--- src/core/fcd_pkg.sv ---
// Purpose: shared constants and types for the flash command sequencer
// Assumes: 250 MHz sys_clk_i, byte-wide flash with 19 address lines
// Notes: all times in ns, cycle counts derived from them
package fcd_pkg;
  // ***************************************************************
  // timing
  // ***************************************************************
  localparam int CLK_PERIOD_NS = 4;
  localparam int T_ADDR_SETUP_NS = 10;
  localparam int T_WE_LOW_NS = 30;
  localparam int T_WE_HIGH_NS = 30;
  localparam int T_ACCESS_NS = 90;
  localparam int T_READ_REC_NS = 20;
  localparam int T_ABORT_NS = 10000;
  // least times, rounded up to whole cycles
  localparam logic [11:0] SETUP_CYC = 12'((T_ADDR_SETUP_NS + CLK_PERIOD_NS - 1) / CLK_PERIOD_NS);
  localparam logic [11:0] WE_LOW_CYC = 12'((T_WE_LOW_NS + CLK_PERIOD_NS - 1) / CLK_PERIOD_NS);
  localparam logic [11:0] WE_HIGH_CYC = 12'((T_WE_HIGH_NS + CLK_PERIOD_NS - 1) / CLK_PERIOD_NS);
  localparam logic [11:0] ACCESS_CYC = 12'((T_ACCESS_NS + CLK_PERIOD_NS - 1) / CLK_PERIOD_NS);
  localparam logic [11:0] READ_REC_CYC = 12'((T_READ_REC_NS + CLK_PERIOD_NS - 1) / CLK_PERIOD_NS);
  localparam logic [11:0] ABORT_CYC = 12'((T_ABORT_NS + CLK_PERIOD_NS - 1) / CLK_PERIOD_NS);
  // ***************************************************************
  // command addresses and codes
  // ***************************************************************
  localparam logic [18:0] ADDR_UNLOCK1 = 19'h00555;
  localparam logic [18:0] ADDR_UNLOCK2 = 19'h002AA;
  localparam logic [18:0] ADDR_ANY = 19'h00000;
  localparam logic [7:0] CODE_UNLOCK1 = 8'hAA;
  localparam logic [7:0] CODE_UNLOCK2 = 8'h55;
  localparam logic [7:0] CODE_RESET = 8'hF0;
  localparam logic [7:0] CODE_AUTOSEL = 8'h90;
  localparam logic [7:0] CODE_PROGRAM = 8'hA0;
  localparam logic [7:0] CODE_BYPASS = 8'h20;
  localparam logic [7:0] CODE_BYPASS_EXIT = 8'h00;
  localparam logic [7:0] CODE_ERASE_SETUP = 8'h80;
  localparam logic [7:0] CODE_CHIP_ERASE = 8'h10;
  localparam logic [7:0] CODE_BLOCK_ERASE = 8'h30;
  localparam logic [7:0] CODE_SUSPEND = 8'hB0;
  localparam logic [7:0] CODE_RESUME = 8'h30;
  // status bits watched while polling
  localparam int DQ_TOGGLE = 6;
  localparam int DQ_FAIL = 5;
  // ***************************************************************
  // types
  // ***************************************************************
  typedef enum logic [3:0] {
    OP_READ, OP_RESET, OP_RESET3, OP_AUTOSEL, OP_PROGRAM, OP_BYPASS, OP_BYPASS_PROG,
    OP_BYPASS_EXIT, OP_CHIP_ERASE, OP_BLOCK_ERASE, OP_BLOCK_ADD, OP_SUSPEND, OP_RESUME, OP_POLL
  } fcd_op_t;
  typedef enum logic [6:0] {
    ST_IDLE = 7'h01, ST_WSET = 7'h02, ST_WLOW = 7'h04, ST_WREC = 7'h08,
    ST_RACC = 7'h10, ST_RREC = 7'h20, ST_WAIT = 7'h40
  } fcd_state_t;
  typedef struct packed {
    fcd_op_t op;
    logic [18:0] addr;
    logic [7:0] data;
  } fcd_cmd_t;
  typedef struct packed {
    logic [18:0] addr;
    logic [7:0] data;
  } fcd_wr_t;
endpackage

--- src/core/fcd_host.sv ---
// Purpose: host-side sequencer that drives a byte-wide flash through its pins
// Assumes: flash inputs synchronous to sys_clk_i, one command at a time
// Notes: pin outputs all registered; dq is split into in/out/enable
// How it works
// - reset is F0 alone, or AA@555, 55@2AA, F0; clears our error flag.
// - auto select entry is AA@555, 55@2AA, 90@555.
// - program is AA@555, 55@2AA, A0@555, then value at target address.
// - bypass entry is AA@555, 55@2AA, 20@555.
// - bypass program is A0 anywhere, then value at target address.
// - bypass exit is 90 then 00, both anywhere.
// - chip erase is AA,55,80,AA,55 then 10 at 555.
// - block erase ends with 30 in the block; more blocks by repeating it.
// - erase suspend is one write of B0 anywhere.
// - erase resume is one write of 30, then status polling.
// - after program, chip erase or resume we poll status until done.
// - output enable held high through every bus write.
`timescale 1ns/1ns
module fcd_host (
  // clock and reset
  input wire logic sys_clk_i,
  input wire logic arst_n_i,
  // user command port
  input wire logic cmd_valid_i,
  input wire fcd_pkg::fcd_cmd_t cmd_i,
  output logic cmd_ready_o,
  output logic done_o,
  output logic [7:0] rdata_o,
  output logic err_o,
  // flash pins
  output logic [18:0] flash_addr_o,
  output logic flash_ce_n_o,
  output logic flash_oe_n_o,
  output logic flash_we_n_o,
  input wire logic [7:0] flash_dq_i,
  output logic [7:0] flash_dq_o,
  output logic flash_dq_oe_n_o
);
  // ***************************************************************
  // sequence tables
  // ***************************************************************
  // number of bus writes per operation
  function automatic logic [2:0] seq_len(input fcd_pkg::fcd_op_t op);
    case (op)
      fcd_pkg::OP_RESET, fcd_pkg::OP_BLOCK_ADD, fcd_pkg::OP_SUSPEND, fcd_pkg::OP_RESUME: seq_len = 3'h1;
      fcd_pkg::OP_BYPASS_PROG, fcd_pkg::OP_BYPASS_EXIT: seq_len = 3'h2;
      fcd_pkg::OP_RESET3, fcd_pkg::OP_AUTOSEL, fcd_pkg::OP_BYPASS: seq_len = 3'h3;
      fcd_pkg::OP_PROGRAM: seq_len = 3'h4;
      fcd_pkg::OP_CHIP_ERASE, fcd_pkg::OP_BLOCK_ERASE: seq_len = 3'h6;
      default: seq_len = 3'h0;
    endcase
  endfunction

  // address and data of write i of an operation; unlock prefix by default
  function automatic fcd_pkg::fcd_wr_t seq_word(input fcd_pkg::fcd_cmd_t c, input logic [2:0] i);
    fcd_pkg::fcd_wr_t w;
    w = '{addr: fcd_pkg::ADDR_UNLOCK1, data: fcd_pkg::CODE_UNLOCK1};
    case (c.op)
      fcd_pkg::OP_RESET: w = '{addr: fcd_pkg::ADDR_ANY, data: fcd_pkg::CODE_RESET};
      fcd_pkg::OP_BLOCK_ADD: w = '{addr: c.addr, data: fcd_pkg::CODE_BLOCK_ERASE};
      fcd_pkg::OP_SUSPEND: w = '{addr: fcd_pkg::ADDR_ANY, data: fcd_pkg::CODE_SUSPEND};
      fcd_pkg::OP_RESUME: w = '{addr: fcd_pkg::ADDR_ANY, data: fcd_pkg::CODE_RESUME};
      fcd_pkg::OP_BYPASS_PROG: begin
        if (i == 3'h0) begin
          w = '{addr: fcd_pkg::ADDR_ANY, data: fcd_pkg::CODE_PROGRAM};
        end else begin
          w = '{addr: c.addr, data: c.data};
        end
      end
      fcd_pkg::OP_BYPASS_EXIT: begin
        w.addr = fcd_pkg::ADDR_ANY;
        w.data = (i == 3'h0) ? fcd_pkg::CODE_AUTOSEL : fcd_pkg::CODE_BYPASS_EXIT;
      end
      default: begin
        case (i)
          3'h1, 3'h4: w = '{addr: fcd_pkg::ADDR_UNLOCK2, data: fcd_pkg::CODE_UNLOCK2};
          3'h2: begin
            case (c.op)
              fcd_pkg::OP_RESET3: w = '{addr: fcd_pkg::ADDR_ANY, data: fcd_pkg::CODE_RESET};
              fcd_pkg::OP_AUTOSEL: w.data = fcd_pkg::CODE_AUTOSEL;
              fcd_pkg::OP_PROGRAM: w.data = fcd_pkg::CODE_PROGRAM;
              fcd_pkg::OP_BYPASS: w.data = fcd_pkg::CODE_BYPASS;
              default: w.data = fcd_pkg::CODE_ERASE_SETUP;
            endcase
          end
          3'h3: begin
            if (c.op == fcd_pkg::OP_PROGRAM) begin
              w = '{addr: c.addr, data: c.data};
            end
          end
          3'h5: begin
            if (c.op == fcd_pkg::OP_CHIP_ERASE) begin
              w.data = fcd_pkg::CODE_CHIP_ERASE;
            end else begin
              w = '{addr: c.addr, data: fcd_pkg::CODE_BLOCK_ERASE};
            end
          end
          default: ;
        endcase
      end
    endcase
    seq_word = w;
  endfunction

  // ***************************************************************
  // sequencer state
  // ***************************************************************
  fcd_pkg::fcd_state_t st_q, st_d;
  fcd_pkg::fcd_cmd_t cmd_q, cmd_d;
  logic [2:0] step_q, step_d;
  logic [11:0] cnt_q, cnt_d;
  logic poll_q, poll_d, first_q, first_d, tog_q, tog_d, fail_q, fail_d, more_q, more_d;
  logic err_q, err_d, done_q, done_d, ready_q, ready_d;
  logic [7:0] rdata_q, rdata_d;
  logic wants_poll, is_reset, last_write;

  // polling after commands that start the controller, block erase excepted; resets get abort wait
  assign wants_poll = cmd_q.op inside {fcd_pkg::OP_PROGRAM, fcd_pkg::OP_BYPASS_PROG,
                                       fcd_pkg::OP_CHIP_ERASE, fcd_pkg::OP_RESUME};
  assign is_reset = cmd_q.op inside {fcd_pkg::OP_RESET, fcd_pkg::OP_RESET3};
  assign last_write = (step_q + 3'h1) == seq_len(cmd_q.op);

  // next-state logic; ready only in idle so busy commands cannot slip in
  always_comb begin
    st_d = st_q;
    cmd_d = cmd_q;
    step_d = step_q;
    cnt_d = cnt_q + 12'h001;
    poll_d = poll_q;
    first_d = first_q;
    tog_d = tog_q;
    fail_d = fail_q;
    more_d = more_q;
    err_d = err_q;
    rdata_d = rdata_q;
    done_d = 1'b0;
    ready_d = 1'b0;
    case (st_q)
      fcd_pkg::ST_IDLE: begin
        ready_d = 1'b1;
        cnt_d = 12'h000;
        if (cmd_valid_i && ready_q) begin
          ready_d = 1'b0;
          cmd_d = cmd_i;
          step_d = 3'h0;
          first_d = 1'b1;
          fail_d = 1'b0;
          poll_d = (cmd_i.op == fcd_pkg::OP_POLL);
          st_d = (seq_len(cmd_i.op) == 3'h0) ? fcd_pkg::ST_RACC : fcd_pkg::ST_WSET;
        end
      end
      fcd_pkg::ST_WSET: begin
        if (cnt_q == fcd_pkg::SETUP_CYC - 12'h001) begin
          st_d = fcd_pkg::ST_WLOW;
          cnt_d = 12'h000;
        end
      end
      fcd_pkg::ST_WLOW: begin
        if (cnt_q == fcd_pkg::WE_LOW_CYC - 12'h001) begin
          st_d = fcd_pkg::ST_WREC;
          cnt_d = 12'h000;
        end
      end
      fcd_pkg::ST_WREC: begin
        if (cnt_q == fcd_pkg::WE_HIGH_CYC - 12'h001) begin
          cnt_d = 12'h000;
          step_d = step_q + 3'h1;
          if (!last_write) begin
            st_d = fcd_pkg::ST_WSET;
          end else if (wants_poll) begin
            poll_d = 1'b1;
            st_d = fcd_pkg::ST_RACC;
          end else if (is_reset) begin
            err_d = 1'b0;
            st_d = fcd_pkg::ST_WAIT;
          end else begin
            done_d = 1'b1;
            st_d = fcd_pkg::ST_IDLE;
          end
        end
      end
      fcd_pkg::ST_RACC: begin
        if (cnt_q == fcd_pkg::ACCESS_CYC - 12'h001) begin
          st_d = fcd_pkg::ST_RREC;
          cnt_d = 12'h000;
          rdata_d = flash_dq_i;
          first_d = 1'b0;
          tog_d = flash_dq_i[fcd_pkg::DQ_TOGGLE];
          fail_d = flash_dq_i[fcd_pkg::DQ_FAIL];
          // toggle bit still moving means the controller is busy
          more_d = poll_q && (first_q || (tog_q != flash_dq_i[fcd_pkg::DQ_TOGGLE]));
          if (poll_q && !first_q && (tog_q != flash_dq_i[fcd_pkg::DQ_TOGGLE]) && fail_q) begin
            err_d = 1'b1;
            more_d = 1'b0;
          end
        end
      end
      fcd_pkg::ST_RREC: begin
        if (cnt_q == fcd_pkg::READ_REC_CYC - 12'h001) begin
          cnt_d = 12'h000;
          if (more_q) begin
            st_d = fcd_pkg::ST_RACC;
          end else begin
            done_d = 1'b1;
            st_d = fcd_pkg::ST_IDLE;
          end
        end
      end
      fcd_pkg::ST_WAIT: begin
        if (cnt_q == fcd_pkg::ABORT_CYC - 12'h001) begin
          done_d = 1'b1;
          st_d = fcd_pkg::ST_IDLE;
        end
      end
      default: st_d = fcd_pkg::ST_IDLE;
    endcase
  end

  // sequencer registers
  always_ff @(posedge sys_clk_i or negedge arst_n_i) begin
    if (!arst_n_i) begin
      st_q <= fcd_pkg::ST_IDLE;
      cmd_q <= '0;
      step_q <= 3'h0;
      cnt_q <= 12'h000;
      poll_q <= 1'b0;
      first_q <= 1'b0;
      tog_q <= 1'b0;
      fail_q <= 1'b0;
      more_q <= 1'b0;
      err_q <= 1'b0;
      rdata_q <= 8'h00;
      done_q <= 1'b0;
      ready_q <= 1'b0;
    end else begin
      st_q <= st_d;
      cmd_q <= cmd_d;
      step_q <= step_d;
      cnt_q <= cnt_d;
      poll_q <= poll_d;
      first_q <= first_d;
      tog_q <= tog_d;
      fail_q <= fail_d;
      more_q <= more_d;
      err_q <= err_d;
      rdata_q <= rdata_d;
      done_q <= done_d;
      ready_q <= ready_d;
    end
  end

  // ***************************************************************
  // pin drivers
  // ***************************************************************
  logic [18:0] addr_q, addr_d;
  logic [7:0] dq_q, dq_d;
  logic ce_n_q, ce_n_d, oe_n_q, oe_n_d, we_n_q, we_n_d, dqoe_n_q, dqoe_n_d;
  fcd_pkg::fcd_wr_t word_d;

  // pins follow the next state; data held through the 8 recovery cycles past the strobe rise
  always_comb begin
    word_d = seq_word(cmd_d, step_d);
    ce_n_d = !(st_d inside {fcd_pkg::ST_WSET, fcd_pkg::ST_WLOW, fcd_pkg::ST_RACC});
    we_n_d = (st_d != fcd_pkg::ST_WLOW);
    oe_n_d = (st_d != fcd_pkg::ST_RACC);
    dqoe_n_d = !(st_d inside {fcd_pkg::ST_WSET, fcd_pkg::ST_WLOW, fcd_pkg::ST_WREC});
    dq_d = dqoe_n_d ? dq_q : word_d.data;
    addr_d = addr_q;
    if (st_d inside {fcd_pkg::ST_WSET, fcd_pkg::ST_WLOW}) begin
      addr_d = word_d.addr;
    end else if (st_d == fcd_pkg::ST_RACC) begin
      addr_d = poll_d ? fcd_pkg::ADDR_ANY : cmd_d.addr;
    end
  end

  // pin registers; bus idles with every strobe high
  always_ff @(posedge sys_clk_i or negedge arst_n_i) begin
    if (!arst_n_i) begin
      addr_q <= 19'h00000;
      dq_q <= 8'h00;
      ce_n_q <= 1'b1;
      oe_n_q <= 1'b1;
      we_n_q <= 1'b1;
      dqoe_n_q <= 1'b1;
    end else begin
      addr_q <= addr_d;
      dq_q <= dq_d;
      ce_n_q <= ce_n_d;
      oe_n_q <= oe_n_d;
      we_n_q <= we_n_d;
      dqoe_n_q <= dqoe_n_d;
    end
  end

  assign flash_addr_o = addr_q;
  assign flash_dq_o = dq_q;
  assign flash_ce_n_o = ce_n_q;
  assign flash_oe_n_o = oe_n_q;
  assign flash_we_n_o = we_n_q;
  assign flash_dq_oe_n_o = dqoe_n_q;
  assign cmd_ready_o = ready_q;
  assign done_o = done_q;
  assign rdata_o = rdata_q;
  assign err_o = err_q;

  // ***************************************************************
  // assertions
  // ***************************************************************
  logic wfall;
  // first cycle of the strobe-low phase; write enable follows the state register one to one
  assign wfall = (st_q == fcd_pkg::ST_WLOW) && (cnt_q == 12'h000);
endmodule

--- config.mk ---
export PLATFORM = sky130hd
export DESIGN_NAME = fcd_host
export DESIGN_NICKNAME = d
export VERILOG_FILES = /design/src/core/fcd_pkg.sv /design/src/core/fcd_host.sv
export SDC_FILE = /design/constraint.sdc
export NUM_CORES = 1
export LEC_CHECK = 0
export BUFFER_PORTS_ARGS = -buffer_cell sky130_fd_sc_hd__buf_2
export CORE_MARGIN = 1
export CORE_UTILIZATION = 45
export DETAILED_ROUTE_END_ITERATION = 10
export PLACE_DENSITY = 0.66
export RECOVER_POWER = 50
export SYNTH_ARGS = -nofsm -noshare
export SYNTH_HDL_FRONTEND = slang
export SYNTH_SLANG_ARGS = --single-unit
--- constraint.sdc ---
create_clock -name sys_clk_i -period 4.3 [get_ports sys_clk_i]
set_input_delay 0.86 -clock sys_clk_i [delete_from_list [all_inputs] [get_ports sys_clk_i]]
set_output_delay 0.86 -clock sys_clk_i [all_outputs]
set_load 0.05 [all_outputs]
# Yosys cells after proc, flatten, opt, wreduce, memory -nomap -nowiden
# Memories as Yosys holds them, arrays and structs flattened.
# Cells that the tools add are included.
totals:
  ff_bits: 100
  latchBits: 0
  mem_bits_rw: 0
  mem_bits_ro: 96
  input_bits: 42
  memories: 2
memory_table:
  columns: ["name", "depth", "width", "rd", "rd_ports_with_merged_regs", "write_ports", "line_no", "text"]
  rows:
  - ["(name not given)", 16, 3, 1, 0, 0, "fcd_host.sv:43", "case (op)"]
  - ["(name not given)", 16, 3, 1, 0, 0, "fcd_host.sv:43", null]
classes:
  addsub: 2
  n_mul: 0
  div_mod_pow: 0
  n_lt_le_gt_ge: 0
  n_eq_ne: 50
  shift: 0
  n_mux: 66
  bitwise_logic: 0
  n_reduce_logical: 24
ops:
  columns: ["cell", "n"]
  rows:
  - ["$pmux 27 s6", 1]
  - ["$pmux 27 s4", 1]
  - ["$mux 19", 4]
  - ["$mux 7", 10]
  - ["$mux 31", 2]
  - ["$pmux 12 s5", 1]
  - ["$mux 27", 2]
  - ["$pmux 7 s7", 1]
  - ["$mux 12", 4]
  - ["$pmux 8 s4", 1]
  - ["$eq 4x4->1 const B", 7]
  - ["$eq 12x3->1 const B", 2]
  - ["$eq 4x3->1 const B", 6]
  - ["$mux 1", 24]
  - ["$eq 7x2->1 const B", 2]
  - ["$eq 7x3->1 const B", 2]
  - ["$eq 7x4->1 const B", 2]
  - ["$eq 7x5->1 const B", 2]
  - ["$ne 2x2->1 const B", 7]
  - ["$add 12x1->12 const B", 1]
  - ["$eq 12x12->1 const B", 1]
  - ["$eq 12x2->1 const B", 1]
  - ["$eq 12x5->1 const B", 1]
  - ["$eq 4x2->1 const B", 3]
  - ["other kinds (31)", 54]

# Depth between registers and ports, before layout
# Gate-level depths: netlist of run 1.
depth:
  depth_word: 10
  ltp_mapped: 12
  depth_no_buf: 10

# Least setup slack after synthesis of run 1
# OpenSTA, ideal clock, no wires.
synth_path:
  path_kind: "register to register"
  start: "reg st_q[4]"
  end: "reg addr_q[7] (netlist: flash_addr_o[7])"
  t_arrival_ns: 3.011
  required_time_ns: 4.174
  path_slack_ns: 1.163
  path_stages_with_launch: 12
  cell_sequence: "dfrtp_1 -> clkbuf_1 -> nor3_1 -> nand2_1 -> nor2_1 -> mux2i_4 -> inv_4 -> o41a_1 -> a21oi_2 -> o22ai_2 -> buf_6 -> a221o_1"
synth_between:
  elab_chain_cells: 7
  elab_cells_between_ends: 46
  cone_classes: "eq/ne (23); mux (19); reduce/logical (4)"
synth_lines:
  columns: ["item", "line_no", "text"]
  rows:
  - ["start: declaration", "fcd_host.sv:107", "fcd_pkg::fcd_state_t st_q, st_d;"]
  - ["start signal: assignment", "fcd_host.sv:221", "st_q <= fcd_pkg::ST_IDLE;"]
  - ["start signal: assignment", "fcd_host.sv:235", "st_q <= st_d;"]
  - ["$eq 7x4->1 / $eq 7x1->1 (equally long branches)", "fcd_host.sv:137", "case (st_q)"]
  - ["$pmux 3 s2 *", "fcd_host.sv:137", null]
  - ["net step_d[0]", "fcd_host.sv:109", "logic [2:0] step_q, step_d;"]
  - ["$eq 3x1->1 / $eq 3x3->1 (equally long branches)", "fcd_host.sv:74", "case (i)"]
  - ["$reduce_or 2->1", "fcd_host.sv:74", null]
  - ["$pmux 27 s4", "fcd_host.sv:74", null]
  - ["$pmux 27 s6 *", "fcd_host.sv:57", "case (c.op)"]
  - ["$mux 19 *", "fcd_host.sv:268", "if (st_d inside {fcd_pkg::ST_WSET, fcd_pkg::ST_WLOW}) begin"]
  - ["end signal: assignment", "fcd_host.sv:285", "addr_q <= addr_d;"]
  - ["end: declaration", "fcd_host.sv:254", "logic [18:0] addr_q, addr_d;"]
# Mark *: on every way through the listed nets, which the timed path passes. The rest lies on a longest branch. The select of a mux whose other input is x is not followed.
# A chain may end at the register's enable or synchronous reset.

# Worst setup path after layout of run 1
layout_path:
  start: "reg st_q[0]"
  end: "reg addr_q[5] (netlist: flash_addr_o[5])"
# The elaborated chain is that of the path after synthesis.

==> impl_metrics.ini, run 1 <==
[routing]
drc = 0
vias = 4355
routedWlPerCell_um = 17.0
drt_wl_total_mm = 13.0
first_iter_violations = 267
antenna_left = 0
first_pass_iters = 6
viasPerCell = 5.70

[layout]
layout.nets = 665
multi_input_area_um2 = 2520
area_delta_synth_final_pct = 15.7
antennaDiodeCount = 0
seqCellArea_um2 = 2480
drive_above_1_share = 0.208
finish.instance_area_um2 = 6020
fillCellCount = 1007

[setup_path]
worstPathCellList = nor3b_1 > nor3b_4 > buf_4 > nor2_1 > mux2i_4 > inv_4 > o41a_1 > a21oi_2 > o22ai_2 > a221o_1
cp_max_fo = 45
critPathBufInv = 2
cp_slowest_stage_delay_ns = 0.63
required_ns = 4.53
endpoint_kind = flip-flop
path_depth = 10
reg2reg_depth = 10
slowest_stage = dfstp_1
setup.worst_path.class = reg -> reg
critPathLaunchType = flip-flop
crit_arrival_ns = 3.89
cpLargestDelayFamily = compound AO/OA/AOI/OAI gates

[synth]
synth_cell_types = 73
syn_nets = 587
syn_avg_cell_area_um2 = 9.62
ys_warn_count = 0
synth-edff-count = 0
yosys_register_bits = 99
synth-main-ff-cell = dfrtp_1
synth_cells = 541
synth_area_leaders = dfrtp_1 45%, nand2_1 6.4%, mux2_2 3.2%, mux2i_1 2.7%, nor2_1 2.6%
yosysTopAreaCellShare = 0.452
ys_seq_area_frac = 0.477
syn_area_um2 = 5200
synthArstFlopShare = 1.00
synth_top_area_cell = dfrtp_1

[outcome]
status = finished, violations left
violations = capacitance limit, slew limit

[timing]
finalSetupViolations = 0
slew_headroom = -0.173
tns_ns = 0
hold_ws_ns = 0.479
max_freq_mhz = 273
worstMarginPinSlew_ns = 1.76
hold_viol = 0
slew_viol_final = 74
skew_ns = 0.00880
fin_crit_ns = 3.66
rsz0062_at_grt = no
fin_crit_sh = 0.850

[clocking]
postCtsSetupRepairBufs = 0
cts-resized-gates = 0
cts_tree = built
htreeDepth = 3
cts-root-buf = clkbuf_16
numCtsBuffers = 9
clock_latency_ns = 0.35
hold_buffers = 0
clk_pin_slew_ns = 0.08
cts_buffer_depth = 2
cts_sinks = 99

[pwr]
finalPower_uw = 4120
power_density_nw_per_um2 = 684
vdd_drop_max_v = 0.000476
leakage_uw = 0.00275

[global_routing]
grt_pass1_wl_mm = 21.1
grtUsageTotal = 0.231
antenna_found_initial = 0
overflow = 0
grt_max_degree = 74
grt_pass1_vias = 4075

[worst_hold_path]
min_path_cells = 2
min_path_type = reg -> reg

[floorplan]
rows = 38
die_w_um = 110
initial_core_util = 0.472
io_pins = 84
die_y_um = 110
coreArea_um2 = 11000
die-area_um2 = 12000

[run]
maxCapViolCount = 1

[placement]
hpwl_mm = 9.36
postPlaceCellArea_um2 = 5750
numPortBuffers = 83
gp_congestion = 0.893
[cells in the mapped netlist (3+ instances only)]
cell type / count
nand4_1: 8
xnor2_1: 8
nor4_2: 3
nand2_1: 89
nand3_1: 18
mux2i_1: 14
o21ai_0: 20
o211ai_1: 7
a221o_1: 6
nor3_1: 22
o22ai_1: 5
dfstp_2: 5
and3_1: 6
nand3b_1: 3
a31oi_1: 5
or2_2: 4
a21oi_1: 14
ha_1: 4
clkbuf_1: 18
nor2b_1: 6
a22o_1: 9
dfrtp_1: 94
a211oi_1: 4
and4_1: 3
or3_1: 3
o31ai_1: 4
nor3b_1: 4
and2_1: 5
nor2_1: 36
inv_1: 18
a21boi_0: 3
xor2_1: 8
nand2b_1: 13
o21a_1: 4
buf_2: 3
mux2_2: 15
[registers in the layout, indices dropped and copies added (netlist names), 3 cells and up]
register,count
flash_dq_o,8
cnt_q,12
flash_addr_o,19
st_q,7
rdata_o,8
step_q,3
cmd_q,31
[cell usage in the layout, fill, tap and decap left out, types with 5 or more instances in the layout]
cell type / instances
a21oi_1: 14
a221o_1: 6
a22o_1: 9
a31oi_1: 5
and2_1: 5
and3_1: 6
buf_2: 62
buf_4: 9
clkbuf_1: 21
clkbuf_16: 9
dfrtp_1: 94
inv_1: 18
mux2_2: 15
mux2i_1: 14
nand2_1: 89
nand2b_1: 13
nand3_1: 18
nand4_1: 8
nor2_1: 36
nor2b_1: 6
nor3_1: 22
o211ai_1: 7
o21ai_0: 20
o22ai_1: 5
xnor2_1: 8
xor2_1: 8
[worst min-delay path, cell delays in order, from the launching register on]
cell     delay [ns]
dfrtp_1        0.33
nand2_1        0.05
nand2_1        0.07
[power by group]
group | total (uW) | internal [uW] | switching [uW] | leakage (uW)
Sequential | 1440 | 1230 | 208 | 0.00124
Combinational | 1870 | 579 | 1290 | 0.00136
Clock | 807 | 410 | 397 | 0.000139
[routing by layer]
metal	GRT usage	vias to the layer above	wire length, um
met1	0.339	2101	6100
met5	0	-	0
li1	-	2090	-
met4	0.0429	0	107
met3	0.0575	10	834
met2	0.347	154	5930
[final timing paths]
| check | endpoint | slack (ns) | startpoint |
|---|---|---|---|
| worst min register to register | cmd_q[25]$_DFF_PN0_ | 0.48 | cmd_q[25]$_DFF_PN0_ |
| worst min-delay path | cmd_q[25]$_DFF_PN0_ | 0.48 | cmd_q[25]$_DFF_PN0_ |
| min in group asynchronous | cmd_q[18]$_DFF_PN0_ | 0.97 | arst_n_i |
| worst max-delay path | flash_addr_o[5]$_DFFE_PN0P_ | 0.64 | st_q[0]$_DFF_PN1_ |
| max in group asynchronous | st_q[5]$_DFF_PN0_ | 1.22 | arst_n_i |
| worst max register to register | flash_addr_o[5]$_DFFE_PN0P_ | 0.64 | st_q[0]$_DFF_PN1_ |
[stage by stage]
step / setup slack [ns] / instances / util
detailed placement: 0.658 / 748 / 0.522
finish: 0.643 / 764 / 0.546
CTS: 0.710 / 764 / 0.549
global placement: 0.726 / 748 / 0.522
floorplan: 1.16 / 541 / -
global route: 0.227 / 764 / 0.546
[final cells by class]
| cell class | instances | share of cell area |
|---|---|---|
| inverter | 21 | 0.0135 |
| multi-input combinational | 395 | 0.419 |
| clock buffer | 9 | 0.0374 |
| sequential | 99 | 0.413 |
| timing repair buffer | 93 | 0.0767 |
| tap | 140 | 0.0291 |
| clock inverter | 7 | 0.0118 |
[logic make-up (layout without fill, tap and decap cells)]
group                    after synthesis  in the layout  share of synthesized area
AND/OR/NAND/NOR                      239            239                      0.235
multiplexers                          30             30                     0.0637
adder cells (fa/ha/maj)                4              4                    0.00962
AO/OA/AOI/OAI                        106            106                      0.148
flip-flops                            99             99                      0.477
XOR/XNOR                              16             16                     0.0269
buffers and inverters                 47            130                     0.0394
(Power assumes the default switching activity.)
==> run 2, diff against run 1 <==
ABC_AREA = 1   (was not set)
PLACE_DENSITY = 0.65   (was 0.66)
==> impl_metrics.ini, run 2 <==
[synth]
yosysMostFrequentCell = nand2_1
ys_warn_count = 0
syn_nets = 967
synth_cells = 921
synthArstFlopShare = 1.00
yosysTopAreaCellShare = 0.370
synth_top_area_cell = dfrtp_1
synth_area_leaders = dfrtp_1 37%, nand2_1 20%, nand3_1 6.8%, inv_1 5.7%, nor2_1 5.7%
synth_commonest_cells = 333 x nand2_1, 96 x inv_1, 96 x nor2_1
ys_seq_area_frac = 0.391
synth-main-ff-cell = dfrtp_1
synth_cell_types = 42
syn_area_um2 = 6350
yosys_register_bits = 99
syn_avg_cell_area_um2 = 6.90
synth-edff-count = 0

[layout]
layout_common_cells = 338 x nand2_1, 98 x nor2_1, 97 x inv_1
layout.nets = 1045
antennaDiodeCount = 0
drive_above_1_share = 0.169
largest_reg_flops = 31
finish.instance_area_um2 = 7130
area_delta_synth_final_pct = 12.3
layout.cells.non_filler = 1184
regMostFlops = cmd_q
layout_commonest_cell = nand2_1

[global_routing]
overflow = 0
grt_util_met1 = 0.319
antenna_found_initial = 0
grt_pass1_vias = 5567
met3_usage = 0.0401
top_usage_layer = met2
grtUsageTotal = 0.235
grt_pass1_wl_mm = 26.8
use_met2 = 0.379
grt_max_degree = 54

[routing]
vias = 5949
viasPerCell = 5.02
antenna_left = 0
first_iter_violations = 319
drt_wl_total_mm = 16.1
first_pass_iters = 5
routedWlPerCell_um = 13.6
drc = 0

[clocking]
clock_latency_ns = 0.35
cts-resized-gates = 0
clk_pin_slew_ns = 0.07
cts_sinks = 99
cts_buffer_depth = 2
postCtsSetupRepairBufs = 0
cts-root-buf = clkbuf_16
htreeDepth = 3
numCtsBuffers = 9
hold_buffers = 0
cts_tree = built

[setup_path]
reg2reg_depth = 13
cpLargestDelayFamily = simple AND/OR/NAND/NOR gates
r2r_start = cmd_ready_o$_DFF_PN0_
critPathLaunchType = primary input
cp_common_cell = nand2_1
reg2reg_to = flash_addr_o[9]$_DFFE_PN0P_
required_ns = 4.58
cp_max_fo = 27
slowest_stage = nand2_1
cp_slowest_stage_delay_ns = 0.46
reg2reg_setup_slack_ns = 1.27
critPathBufInv = 5
endpoint_kind = flip-flop
crit_arrival_ns = 3.50
worstPathCellList = buf_2 > nand2_1 > nor2_4 > buf_4 > inv_2 > nor2_1 > nor2_1 > nand3_4 > nor2_2 > buf_4 > nand2_1 > nand2_1 > inv_1 > nand3_1
setup.worst_path.class = in -> reg

[floorplan]
die_w_um = 121
die-area_um2 = 14600
io_pins = 84
die_y_um = 121
coreArea_um2 = 13800
rows = 43
initial_core_util = 0.459

[timing]
slew_headroom = -0.840
fin_crit_sh = 0.749
slew_viol_final = 54
tns_ns = 0
rsz0062_at_grt = no
hold_viol = 0
max_freq_mhz = 310
finalSetupViolations = 0
setup_ws_ns = 1.08
skew_ns = 0.00980
worstMarginPinSlew_ns = 2.76
fin_crit_ns = 3.22

[placement]
numPortBuffers = 83
dp.cells = 1168
gp_congestion = 0.920
dpl_worst_slack_ns = 0.905
hpwl_mm = 11.9
postPlaceCellArea_um2 = 6910

[worst_hold_path]
min_from = cnt_q[0]$_DFF_PN0_
holdPathEnd = cnt_q[0]$_DFF_PN0_
min_path_cells = 1
min_path_type = reg -> reg

[run]
maxCapViolCount = 1

[pwr]
leakage_uw = 0.00379
power_density_nw_per_um2 = 707
vdd_drop_max_v = 0.000313

[outcome]
status = finished, violations left
violations = capacitance limit, slew limit
## run 2: changes by cell type after synthesis, sizes merged, moves of 14 or more
| cell | previous run | this run |
|---|---|---|
| nand2 | 89 | 355 |
| inv | 21 | 112 |
| nor2 | 38 | 118 |
| nand3 | 18 | 93 |
| o21ai | 22 | 38 |
| mux2 | 15 | 0 |
| mux2i | 15 | 0 |
| nor3 | 22 | 8 |
## run 2: how the worst max path moves through the flow
stage           startpoint                           to  slack (ns)  cells past startpoint
2_1_floorplan  cmd_valid_i  flash_addr_o[7]$_DFFE_PN0P_        1.94                     13
3_3_place_gp   cmd_valid_i  flash_addr_o[9]$_DFFE_PN0P_        1.00                     14
3_5_place_dp   cmd_valid_i  flash_addr_o[9]$_DFFE_PN0P_        0.90                     14
4_1_cts        cmd_valid_i  flash_addr_o[9]$_DFFE_PN0P_        1.26                     14
5_1_grt           arst_n_i          cmd_q[26]$_DFF_PN0_        0.58                      2
6_report       cmd_valid_i  flash_addr_o[9]$_DFFE_PN0P_        1.08                     14
## run 2: stage by stage
step / power [uW] / utilization / hold WS (ns)
2_1_floorplan: 3700 / - / 0.432
3_3_place_gp: 4320 / 0.500 / 0.451
3_5_place_dp: 4350 / 0.500 / 0.454
4_1_cts: 5130 / 0.520 / 0.466
5_1_grt: 5490 / 0.516 / 0.486
6_report: 5040 / 0.516 / 0.464
## run 2: logic make-up (layout without fill, tap and decap cells)
| group | Yosys count | after routing | share of synthesized area |
|---|---|---|---|
| and+or+nand+nor | 600 | 600 | 0.433 |
| buffers and inverters | 137 | 220 | 0.0885 |
| DFF | 99 | 99 | 0.391 |
| AOI/OAI and AO/OA | 72 | 72 | 0.0676 |
| xor gates and xnor gates | 9 | 9 | 0.0124 |
| adders and majority gates | 4 | 4 | 0.00788 |
## run 2: per-layer routing
layer  vias to the layer above  wire [um]  part of all wire
li1                       3050          -                 -
met1                      2733       7560              0.47
met2                       141       7440              0.46
met3                        25        740             0.046
met4                         0        317             0.020
met5                         -          0                 0
## run 2: cell type report
class	count	area, um^2
clock buffer	9	225
clock inverter	7	52.6
fill	1409	6700
inverter	114	428
multi-input combinational	685	3250
sequential	99	2480
tap	180	225
timing repair buffer	90	463
## run 2: report_power, final
part	internal [uW]	switching (uW)	total [uW]
clock network	398	372	770
registers	1230	153	1380
logic	741	2140	2880
total	2370	2670	5040
==> run 3, diff against run 2 <==
clock period = 3.15 ns   (was 4.3 ns; I/O delays follow)
==> impl_metrics.ini, run 3 (same netlist as run 2, synthesis figures left out) <==
[floorplan]
die_y_um = 121
io_pins = 84
rows = 43
coreArea_um2 = 13800
die_w_um = 121
initial_core_util = 0.459
die-area_um2 = 14600

[layout]
layout_commonest_cell = nand2_1
drive_above_1_share = 0.180
regMostFlops = cmd_q
layout.cells.non_filler = 1188
area_delta_synth_final_pct = 13.9
antennaDiodeCount = 0
layout.nets = 1050
largest_reg_flops = 31
fillCellCount = 1424
layout_common_cells = 334 x nand2_1, 97 x nor2_1, 96 x inv_1

[routing]
first_pass_iters = 4
antenna_left = 0
drc = 0
vias = 5898
viasPerCell = 4.96
first_iter_violations = 416
routedWlPerCell_um = 13.5
drt_wl_total_mm = 16.0

[setup_path]
required_ns = 3.44
cp_slowest_stage_delay_ns = 0.43
critPathLaunchType = flip-flop
slowest_stage = nor2_1
cp_common_cell = nor2_1
crit_arrival_ns = 3.03
cp_max_fo = 23
setup.worst_path.class = reg -> reg
worstPathCellList = nand2_1 > clkbuf_1 > nor2_4 > inv_2 > nor2_1 > nor2_1 > nand3_4 > buf_4 > nor2_1 > nand3_1 > nand3_1
endpoint_kind = flip-flop

[clocking]
cts_sinks = 99
hold_buffers = 0
cts_tree = built
cts-root-buf = clkbuf_16
htreeDepth = 3
cts_buffer_depth = 2
cts-resized-gates = 0
numCtsBuffers = 9
clk_pin_slew_ns = 0.07
clock_latency_ns = 0.35
postCtsSetupRepairBufs = 0

[timing]
tns_ns = 0
slew_viol_final = 29
fin_crit_ns = 2.75
fin_crit_sh = 0.872
slew_headroom = -0.0489
worstMarginPinSlew_ns = 1.57
skew_ns = 0.00640
rsz0062_at_grt = no
hold_viol = 0
max_freq_mhz = 364
finalSetupViolations = 0

[pwr]
p_comb_frac = 0.572
p_int_uw = 3390
power_frac_clock = 0.161
leakage_uw = 0.00381
seqPwrFrac = 0.267
power_density_nw_per_um2 = 979
switching_share = 0.522
vdd_drop_max_v = 0.000501
p_switching_uw = 3700

[global_routing]
grt_max_degree = 73
grt_pass1_wl_mm = 27.4
antenna_found_initial = 0
overflow = 0
grt_pass1_vias = 5567
grtUsageTotal = 0.238

[placement]
dp.cells = 1173
gp_congestion = 0.860
numPortBuffers = 83
hpwl_mm = 12.0

[run]
maxCapViolCount = 1

[outcome]
violations = capacitance limit, slew limit
status = finished, violations left

[worst_hold_path]
min_path_type = reg -> reg
## run 3: area by class of cell
| class | instances | area [um^2] | area share |
|---|---|---|---|
| timing repair buffer | 95 | 500 | 0.0692 |
| inverter | 114 | 428 | 0.0591 |
| clock inverter | 6 | 73.8 | 0.0102 |
| tap | 180 | 225 | 0.0311 |
| clock buffer | 9 | 225 | 0.0311 |
| sequential | 99 | 2480 | 0.343 |
| multi-input combinational | 685 | 3300 | 0.456 |
## run 3: power by group through the flow
stage	Clock, uW	Combinational [uW]	Sequential (uW)
2_1_floorplan	0	2630	2420
3_3_place_gp	0	4040	1920
3_5_place_dp	0	4080	1910
4_1_cts	1170	4090	1900
5_1_grt	1220	4520	1940
6_report	1140	4050	1890
## run 3: path summary, 6_finish.rpt
path                                       startpoint                           to  slack, ns  cells past startpoint
min in group asynchronous                    arst_n_i           cnt_q[5]$_DFF_PN0_       0.65                      1
worst max register to register  cmd_ready_o$_DFF_PN0_  flash_addr_o[4]$_DFFE_PN0P_       0.40                     11
worst min register to register     cnt_q[0]$_DFF_PN0_           cnt_q[0]$_DFF_PN0_       0.46                      1
worst max-delay path            cmd_ready_o$_DFF_PN0_  flash_addr_o[4]$_DFFE_PN0P_       0.40                     11
worst min-delay path               cnt_q[0]$_DFF_PN0_           cnt_q[0]$_DFF_PN0_       0.46                      1
max in group asynchronous                    arst_n_i  flash_addr_o[4]$_DFFE_PN0P_       0.65                      2
## run 3: stage by stage
step | utilization | cell area, um^2 | total power (uW) | hold slack, ns | setup slack (ns)
2_1_floorplan | - | 6350 | 5050 | 0.334 | 0.899
3_3_place_gp | 0.504 | 6980 | 5950 | 0.449 | 0.407
3_5_place_dp | 0.504 | 6980 | 5990 | 0.457 | 0.347
4_1_cts | 0.526 | 7270 | 7160 | 0.208 | 0.393
5_1_grt | 0.523 | 7240 | 7680 | 0.478 | 0.0927
6_report | 0.523 | 7240 | 7090 | 0.465 | 0.402
## run 3: worst max-delay path: cells and delay by family (launching register included)
family                 cells  cell delay, ns
flip-flops                 1            0.42
AND/OR/NAND/NOR            8            1.46
buffers and inverters      3            0.77
## run 3: per-layer routing
layer,wire (um),part of all wire,global-route usage
met5,0,0,0
met4,300,0.019,0.0787
met3,634,0.040,0.0363
met2,7290,0.46,0.380
met1,7780,0.49,0.331
